===== config.mk =====
export PLATFORM = sky130hd
export DESIGN_NAME = sda_stream_delay_adv
export DESIGN_NICKNAME = d
export VERILOG_FILES = /design/src/hw/sda_stream_delay_adv.v
export VERILOG_INCLUDE_DIRS = /design/src /design/src/hw
export SDC_FILE = /design/constraint.sdc
export NUM_CORES = 2
export LEC_CHECK = 0
export ABC_AREA = 1
export BUFFER_PORTS_ARGS = -buffer_cell sky130_fd_sc_hd__buf_4
export CAP_MARGIN = 10
export CELL_PAD_IN_SITES_DETAIL_PLACEMENT = 2
export CELL_PAD_IN_SITES_GLOBAL_PLACEMENT = 2
export CORE_ASPECT_RATIO = 2
export CORE_MARGIN = 2
export CORE_UTILIZATION = 36
export CTS_BUF_LIST = sky130_fd_sc_hd__clkbuf_4
export DETAILED_ROUTE_END_ITERATION = 12
export GPL_TIMING_DRIVEN = 0
export PLACE_DENSITY_LB_ADDON = 0.1
export SYNTH_ARGS = -nofsm -noshare
export SYNTH_HDL_FRONTEND = slang
export SYNTH_SLANG_ARGS = --single-unit

===== constraint.sdc =====
create_clock -name clk -period 4.9 [get_ports clk]
set_input_delay 0.245 -clock clk [delete_from_list [all_inputs] [get_ports clk]]
set_output_delay 0.245 -clock clk [all_outputs]
set_load 0.05 [all_outputs]

===== src/hw/sda_stream_regs.vh =====
// Register map, field layout, reset values and timing counts of the stream delay block
`ifndef SDA_STREAM_REGS_VH
`define SDA_STREAM_REGS_VH

// ==========================================================================
// Register indices (byte address = 4 * index)
// ==========================================================================
`define SDA_CTRL_IDX       10'h000
`define SDA_BPD_IDX_FIRST  10'h063
`define SDA_BPD_IDX_LAST   10'h082
`define SDA_LOA_IDX_FIRST  10'h083
`define SDA_LOA_IDX_LAST   10'h0A2

// ==========================================================================
// Fields
// ==========================================================================
`define SDA_STREAMS        32
`define SDA_MODE_BIT       0
`define SDA_MODE_ACT_BIT   1
`define SDA_BPD_W          5
`define SDA_LOA_W          2

// ==========================================================================
// Reset values
// ==========================================================================
`define SDA_MODE_RST       1'h0
`define SDA_BPD_RST        5'h00
`define SDA_LOA_RST        2'h0

// ==========================================================================
// Timing
// ==========================================================================
// One clock is one quarter bit; a frame is 256 bits of 4 quarters
`define SDA_QCNT_W         10
`define SDA_QCNT_LAST      10'h3FF
`define SDA_FRAC_BASE      10'h003
`define SDA_SYNC_LAT       10'h002

// ==========================================================================
// Bus responses
// ==========================================================================
`define SDA_RESP_OKAY      2'h0
`define SDA_RESP_SLVERR    2'h2

`endif


===== src/hw/sda_stream_delay_adv.v =====
// Per-stream backplane input delay and local output advancement with AXI4-Lite registers
`include "sda_stream_regs.vh"

// Function
// Five-bit delay field per backplane input stream
// Mode low: delay is field/4 bits
// Fractional delay only later, up to 7.75 bits
// Fractional zero delay samples at 3/4 bit
// Mode high: upper bits integer delay, lower sample point
// Sample point decode 00=3/4,01=4/4,10=1/4,11=2/4
// 32 local advancement registers, consecutive addresses
// Advance outputs 0, 2, 4 or 6 cycles
// Advance decode 00=0,01=2,10=4,11=6 cycles
// Zero advance aligns with generated frame pulse
// Advance field in bits 1:0, resets zero
// Software writes zero to bits 15:2
// One mode bit selects mode for all streams
// Setting changes take effect at frame boundary
module sda_stream_delay_adv (
  input  wire        clk,
  input  wire        rst,
  input  wire [11:0] s_axi_awaddr,
  input  wire [2:0]  s_axi_awprot,
  input  wire        s_axi_awvalid,
  output wire        s_axi_awready,
  input  wire [31:0] s_axi_wdata,
  input  wire [3:0]  s_axi_wstrb,
  input  wire        s_axi_wvalid,
  output wire        s_axi_wready,
  output reg  [1:0]  s_axi_bresp,
  output reg         s_axi_bvalid,
  input  wire        s_axi_bready,
  input  wire [11:0] s_axi_araddr,
  input  wire [2:0]  s_axi_arprot,
  input  wire        s_axi_arvalid,
  output wire        s_axi_arready,
  output reg  [31:0] s_axi_rdata,
  output reg  [1:0]  s_axi_rresp,
  output reg         s_axi_rvalid,
  input  wire        s_axi_rready,
  input  wire [31:0] bp_serial_in,
  output reg  [31:0] bp_rx_bit,
  output reg  [31:0] bp_rx_valid,
  output reg  [31:0] bp_rx_first,
  input  wire [31:0] lo_tx_bit,
  output wire [31:0] lo_tx_take,
  output wire [31:0] lo_tx_first,
  output reg  [31:0] local_serial_out_stream,
  output reg         generated_frame_pulse_out
);

  // ==========================================================================
  // Frame timing
  // ==========================================================================
  reg  [`SDA_QCNT_W-1:0] qcnt;
  wire                   frame_end;

  assign frame_end = (qcnt == `SDA_QCNT_LAST);

  always @(posedge clk) begin
    if (rst) begin
      qcnt                      <= {`SDA_QCNT_W{1'b0}};
      generated_frame_pulse_out <= 1'b0;
    end else begin
      qcnt                      <= qcnt + 10'h001;
      // High during quarter 0 of each frame except the first frame after reset
      generated_frame_pulse_out <= frame_end;
    end
  end

  // ==========================================================================
  // Input synchronisers
  // ==========================================================================
  reg [31:0] bp_s1;
  reg [31:0] bp_s2;

  always @(posedge clk) begin
    if (rst) begin
      bp_s1 <= 32'h0000_0000;
      bp_s2 <= 32'h0000_0000;
    end else begin
      bp_s1 <= bp_serial_in;
      bp_s2 <= bp_s1;
    end
  end

  // ==========================================================================
  // AXI4-Lite write channel
  // ==========================================================================
  reg        aw_held;
  reg        w_held;
  reg [9:0]  aw_idx;
  reg [15:0] wr_data;
  reg        wr_lane0;
  wire       wr_fire;
  wire [9:0] wr_bpd_off;
  wire [9:0] wr_loa_off;
  wire       wr_bpd_hit;
  wire       wr_loa_hit;
  wire       wr_ctrl_hit;

  assign s_axi_awready = !aw_held && !s_axi_bvalid;
  assign s_axi_wready  = !w_held && !s_axi_bvalid;
  assign wr_fire       = aw_held && w_held;
  assign wr_bpd_off    = aw_idx - `SDA_BPD_IDX_FIRST;
  assign wr_loa_off    = aw_idx - `SDA_LOA_IDX_FIRST;
  assign wr_bpd_hit    = (aw_idx >= `SDA_BPD_IDX_FIRST) && (aw_idx <= `SDA_BPD_IDX_LAST);
  assign wr_loa_hit    = (aw_idx >= `SDA_LOA_IDX_FIRST) && (aw_idx <= `SDA_LOA_IDX_LAST);
  assign wr_ctrl_hit   = (aw_idx == `SDA_CTRL_IDX);

  always @(posedge clk) begin
    if (rst) begin
      aw_held      <= 1'b0;
      w_held       <= 1'b0;
      aw_idx       <= 10'h000;
      wr_data      <= 16'h0000;
      wr_lane0     <= 1'b0;
      s_axi_bvalid <= 1'b0;
      s_axi_bresp  <= `SDA_RESP_OKAY;
    end else begin
      if (s_axi_awvalid && s_axi_awready) begin
        aw_held <= 1'b1;
        aw_idx  <= s_axi_awaddr[11:2];
      end
      if (s_axi_wvalid && s_axi_wready) begin
        w_held   <= 1'b1;
        wr_data  <= s_axi_wdata[15:0];
        wr_lane0 <= s_axi_wstrb[0];
      end
      if (wr_fire) begin
        aw_held      <= 1'b0;
        w_held       <= 1'b0;
        s_axi_bvalid <= 1'b1;
        if (wr_bpd_hit || wr_loa_hit || wr_ctrl_hit) begin
          s_axi_bresp <= `SDA_RESP_OKAY;
        end else begin
          s_axi_bresp <= `SDA_RESP_SLVERR;
        end
      end else if (s_axi_bvalid && s_axi_bready) begin
        s_axi_bvalid <= 1'b0;
      end
    end
  end

  // ==========================================================================
  // Mode control, shared by all backplane streams
  // ==========================================================================
  reg mode_sel;
  reg mode_act;

  always @(posedge clk) begin
    if (rst) begin
      mode_sel <= `SDA_MODE_RST;
      mode_act <= `SDA_MODE_RST;
    end else begin
      if (wr_fire && wr_ctrl_hit && wr_lane0) begin
        mode_sel <= wr_data[`SDA_MODE_BIT];
      end
      if (frame_end) begin
        mode_act <= mode_sel;
      end
    end
  end

  // ==========================================================================
  // Per-stream settings, input sampling and output advancement
  // ==========================================================================
  wire [32*`SDA_BPD_W-1:0] bpd_all;
  wire [32*`SDA_LOA_W-1:0] loa_all;

  genvar n;
  generate
    for (n = 0; n < `SDA_STREAMS; n = n + 1) begin : g_stream
      reg  [`SDA_BPD_W-1:0]  bpd;
      reg  [`SDA_BPD_W-1:0]  bpd_act;
      reg  [`SDA_LOA_W-1:0]  loa;
      reg  [`SDA_LOA_W-1:0]  loa_act;
      reg  [2:0]             smp_pt;
      wire [`SDA_QCNT_W-1:0] in_off;
      wire [`SDA_QCNT_W-1:0] in_rel;
      wire [`SDA_QCNT_W-1:0] out_rel;

      assign bpd_all[n*`SDA_BPD_W +: `SDA_BPD_W] = bpd;
      assign loa_all[n*`SDA_LOA_W +: `SDA_LOA_W] = loa;

      always @(posedge clk) begin
        if (rst) begin
          bpd     <= `SDA_BPD_RST;
          bpd_act <= `SDA_BPD_RST;
          loa     <= `SDA_LOA_RST;
          loa_act <= `SDA_LOA_RST;
        end else begin
          if (wr_fire && wr_lane0 && wr_bpd_hit && (wr_bpd_off[4:0] == n)) begin
            bpd <= wr_data[`SDA_BPD_W-1:0];
          end
          if (wr_fire && wr_lane0 && wr_loa_hit && (wr_loa_off[4:0] == n)) begin
            // Bits 15:2 are not stored and read back as zero
            loa <= wr_data[`SDA_LOA_W-1:0];
          end
          // Shadow copies change only between frames so no frame is torn
          if (frame_end) begin
            bpd_act <= bpd;
            loa_act <= loa;
          end
        end
      end

      // Sample point in quarters within the bit
      always @* begin
        case (bpd_act[1:0])
          2'b00:   smp_pt = 3'h3;
          2'b01:   smp_pt = 3'h4;
          2'b10:   smp_pt = 3'h1;
          2'b11:   smp_pt = 3'h2;
          default: smp_pt = 3'h3;
        endcase
      end

      // Sampling offset in quarters from the frame start
      assign in_off = mode_act ?
                      ({5'h00, bpd_act[4:2], 2'b00} + {7'h00, smp_pt}) :
                      ({5'h00, bpd_act} + `SDA_FRAC_BASE);
      // Synchroniser latency taken out so timing refers to the pin
      assign in_rel  = qcnt - in_off - `SDA_SYNC_LAT;

      always @(posedge clk) begin
        if (rst) begin
          bp_rx_bit[n]   <= 1'b0;
          bp_rx_valid[n] <= 1'b0;
          bp_rx_first[n] <= 1'b0;
        end else begin
          bp_rx_valid[n] <= (in_rel[1:0] == 2'b00);
          bp_rx_first[n] <= (in_rel == 10'h000);
          if (in_rel[1:0] == 2'b00) begin
            bp_rx_bit[n] <= bp_s2[n];
          end
        end
      end

      // Output register updates one edge ahead, hence the extra one
      assign out_rel        = qcnt + 10'h001 + {7'h00, loa_act, 1'b0};
      assign lo_tx_take[n]  = (out_rel[1:0] == 2'b00);
      assign lo_tx_first[n] = (out_rel == 10'h000);

      always @(posedge clk) begin
        if (rst) begin
          local_serial_out_stream[n] <= 1'b0;
        end else if (lo_tx_take[n]) begin
          local_serial_out_stream[n] <= lo_tx_bit[n];
        end
      end
    end
  endgenerate

  // ==========================================================================
  // AXI4-Lite read channel
  // ==========================================================================
  wire [9:0] rd_idx;
  wire [9:0] rd_bpd_off;
  wire [9:0] rd_loa_off;
  reg  [31:0] rd_word;
  reg  [1:0]  rd_resp;

  assign s_axi_arready = !s_axi_rvalid;
  assign rd_idx        = s_axi_araddr[11:2];
  assign rd_bpd_off    = rd_idx - `SDA_BPD_IDX_FIRST;
  assign rd_loa_off    = rd_idx - `SDA_LOA_IDX_FIRST;

  always @* begin
    rd_word = 32'h0000_0000;
    rd_resp = `SDA_RESP_OKAY;
    if (rd_idx == `SDA_CTRL_IDX) begin
      rd_word[`SDA_MODE_BIT]     = mode_sel;
      rd_word[`SDA_MODE_ACT_BIT] = mode_act;
    end else if ((rd_idx >= `SDA_BPD_IDX_FIRST) && (rd_idx <= `SDA_BPD_IDX_LAST)) begin
      rd_word[`SDA_BPD_W-1:0] = bpd_all[rd_bpd_off[4:0]*`SDA_BPD_W +: `SDA_BPD_W];
    end else if ((rd_idx >= `SDA_LOA_IDX_FIRST) && (rd_idx <= `SDA_LOA_IDX_LAST)) begin
      rd_word[`SDA_LOA_W-1:0] = loa_all[rd_loa_off[4:0]*`SDA_LOA_W +: `SDA_LOA_W];
    end else begin
      rd_resp = `SDA_RESP_SLVERR;
    end
  end

  always @(posedge clk) begin
    if (rst) begin
      s_axi_rvalid <= 1'b0;
      s_axi_rdata  <= 32'h0000_0000;
      s_axi_rresp  <= `SDA_RESP_OKAY;
    end else if (s_axi_arvalid && s_axi_arready) begin
      s_axi_rvalid <= 1'b1;
      s_axi_rdata  <= rd_word;
      s_axi_rresp  <= rd_resp;
    end else if (s_axi_rready) begin
      s_axi_rvalid <= 1'b0;
    end
  end

endmodule // sda_stream_delay_adv


==> results.py <==
metrics = {
    "detailed_routing": {
        "vias": 49400,
        "dr_wl_met2_um": 123000,
        "routedWlPerCell_um": 26.8,
        "drcViolationCount": 0,
        "drt-pass1-iter-count": 6,
        "routed_wl_um": 241000,
        "met3_length_um": 10000,
        "drtIter0Drc": 2063,
        "vias_per_cell": 5.49,
        "wl_met1_um": 80000,
        "postRouteAntennaNets": 0,
        "dr.max_layer_used": "met5",
    },
    "cells_and_area": {
        "nFillCells": 15300,
        "layout_common_cells": "inv_1 (1,090), nor2_1 (854), nand2_1 (772)",
        "final-seq-area_um2": 13600,
        "finalNonFillerCells": 8986,
        "final_common_cell": "inv_1",
        "drive_gt1_share_pct": 10.9,
        "final_net_count": 7989,
        "syn_to_final_growth_pct": 20.0,
        "final_cell_area_um2": 55200,
        "multi_input_area_um2": 27000,
    },
    "global_route": {
        "grt_max_degree": 36,
        "track_usage_pct": 36.2,
        "grt_pass1_vias": 55300,
        "grt_pass1_wl_um": 349000,
        "antenna_found_initial": 16,
        "overflow": 0,
    },
    "pwr": {
        "power.leakage_nw": 26.6,
        "ir_drop_uv": 169,
        "sequentialPowerShare_pct": 41.4,
        "powerDensity_nw_per_um2": 249,
        "power_frac_clock_pct": 37.7,
        "p_sw_mw": 4.76,
        "cellInternalPower_mw": 8.98,
        "pwr-share-comb_pct": 20.8,
        "total_power_mw": 13.7,
        "swShare_pct": 34.6,
    },
    "setup_path": {
        "crit_top_cell": "nor2_1",
        "cpPeakStageDelay_ns": 0.95,
        "cp_cell_sequence": "inv_6 -> nor2_1 -> nand2_1 -> xor2_1 -> nand2_2 -> clkbuf_1 -> nor3_1 -> o21ai_1 -> nor2_1 -> buf_4",
        "worstPathArrival_ns": 4.57,
        "crit_type": "register to output pin",
        "crit_family": "buffers and inverters",
        "cp-end-kind": "output pin",
        "cp_max_fo": 35,
        "required_ns": 4.66,
        "start_kind": "register",
        "critPathSlowestCell": "clkbuf_1",
        "critPathBufInv": 3,
    },
    "synth": {
        "syn_inst": 6442,
        "avgSynthCellArea_um2": 7.14,
        "yosysSeqAreaShare_pct": 29.6,
        "netlist.area_leader.share_pct": 29.6,
        "synth_top_cell_by_area": "dfxtp_1",
        "synthFlopType": "dfxtp_1",
        "synth-seq-cells": 680,
        "netlist_area_um2": 46000,
        "async_reset_ff_share_pct": 0,
        "yosys-top-cells-area": "dfxtp_1 (30%), ha_1 (16%), inv_1 (8.9%)",
        "synth_cell_types": 60,
        "synth_edf_count": 0,
        "yosys_warnings": 0,
    },
    "worst_hold_path": {
        "hold_class": "input pin to register",
    },
    "placed_design": {
        "dp_hpwl_um": 186000,
        "pre_cts_ws_ns": -0.615,
        "gp_congestion": 0.997,
        "port_buffers": 301,
        "place_area_um2": 50800,
        "place_inst": 8468,
    },
    "sta": {
        "finClkSkew_ns": 0.159,
        "post-route-period-util_pct": 98.3,
        "hold_viol": 0,
        "tightest_slew_ns": 1.34,
        "fmax_mhz": 208,
        "drv_slew": 0,
        "slew_headroom_pct": 10.2,
        "setup_viol": 0,
        "period_needed_ns": 4.82,
        "setup_ws_ns": 0.0816,
    },
    "floorplan": {
        "start_util_pct": 36.2,
        "die_w_um": 257,
        "die_y_um": 509,
        "die_area_um2": 131000,
        "rows": 185,
        "coreArea_um2": 127000,
        "ios": 371,
    },
    "clock_network": {
        "clk-insertion-delay-late_ns": 1.19,
        "ctsRootBufferMaster": "clkbuf_4",
        "clock_sinks": 680,
        "htreeDepth": 4,
        "cts_buffers": 177,
        "clk_pin_slew_worst_paths_ns": 0.08,
        "cts_tree": "built",
        "cts_max_path_buffers": 4,
    },
    "flow_run": {
        "cap_violations": 0,
    },
    "run_status": {
        "status": "finished clean",
    },
}
[routing by layer]
metal	vias up	global-route usage [%]
met1	24300	32.6
li1	22400	-
met5	-	0
met3	981	6.54
met2	1628	66.6
met4	6	36.5
[cells in the mapped netlist, types with 6 or more instances]
library cell and number:
inv_1 1095, nor2_1 858, nand2_1 772, dfxtp_1 680, o21ai_0 652, ha_1 606
a21oi_1 554, nand3_1 255, clkbuf_1 177, nor3_1 73, a211oi_1 66, fa_1 64
xor2_1 64, o211ai_1 54, buf_2 52, nand4_1 46, or2_2 43, buf_4 33
o21ai_1 33, a31oi_1 30, buf_1 30, xnor2_1 30, o221ai_1 18, nor2_8 17
inv_2 12, nor4_1 12, nor3_4 10, and3_1 9, nor4b_1 9, a21o_1 7
o22ai_1 7, a221oi_1 6, nor3_2 6
[power groups by stage]
stage	Clock (mW)	Combinational [mW]	Sequential, mW
after global routing	5.53	3.04	5.70
final	5.18	2.86	5.69
after global placement	0	2.49	5.81
after floorplan	0	1.34	6.03
after detailed placement	0	2.61	5.81
after CTS	5.27	2.76	5.69
[kinds of logic after synthesis]
logic type,Yosys count,share of synthesized area [%]
AND/OR/NAND/NOR,2134,20.2
AO/OA/AOI/OAI,1450,17.0
buffers and inverters,1410,12.0
flip-flops,680,29.6
adder cells (fa/ha/maj),670,19.3
XOR/XNOR,97,1.90
other,1,0.00816
[flip-flops by register name (all words and copies together), names as in the netlist, 5 cells and up]
signal and cells:
g_stream.bpd 160, wr_data 5, bp_rx_first 32, aw_idx 10, bp_rx_bit 32, local_serial_out_stream 32
g_stream.bpd_act 160, bp_s2 32, g_stream.loa_act 64, bp_rx_valid 32, s_axi_rdata 5, bp_s1 32
qcnt 10, g_stream.loa 64
[path summary, 6_finish.rpt]
path / startpoint / to / slack, ns / cells after the start
max: qcnt[3]$_SDFF_PP0_ / lo_tx_first[4] / 0.08 / 10
min: s_axi_arvalid / s_axi_rresp[1]$_SDFFE_PP0P_ / 0.14 / 5
max reg2reg: qcnt[0]$_SDFF_PP0_ / bp_rx_first[23]$_SDFF_PP0_ / 0.16 / 13
min reg2reg: bp_s1[8]$_SDFF_PP0_ / bp_s2[8]$_SDFF_PP0_ / 0.41 / 2
[timing repair]
action | in CTS | in global routing
buffers inserted | 0 | 1
gates cloned | 0 | 0
endpoints found under the setup margin | 3 | 21
pin swaps | 0 | 1
hold endpoints to repair | 94 | 0
resized for setup | 3 | 1
hold buffers | 210 | 0
[through the flow]
stage / TNS (ns) / util [%] / hold slack [ns]
finish: 0 / 43.5 / 0.138
global route: -0.0188 / 43.5 / 0.189
CTS: 0 / 43.3 / 0.0287
detailed placement: -2.68 / 40.0 / 0.400
global placement: -150.35 / 39.8 / 0.393
floorplan: 0 / - / 0.326
[final cells by class]
| class | instances | share of cell area [%] |
|---|---|---|
| multi-input combinational | 4380 | 48.9 |
| sequential | 680 | 24.7 |
| timing repair buffer | 534 | 8.70 |
| inverter | 1113 | 7.59 |
| tap | 1683 | 3.82 |
| clock buffer | 238 | 3.24 |
| buffer | 296 | 2.45 |
| clock inverter | 47 | 0.587 |
| antenna | 15 | 0.0680 |
[worst reg2reg max path, delay by kind of cell (launching register included)]
family | cells | cell delay [ns]
AO/OA/AOI/OAI | 2 | 0.28
adder cells (fa/ha/maj) | 3 | 1.02
buffers and inverters | 6 | 1.83
flip-flops | 1 | 0.42
AND/OR/NAND/NOR | 2 | 0.90
Note: power is estimated with default switching activity, not from simulation.
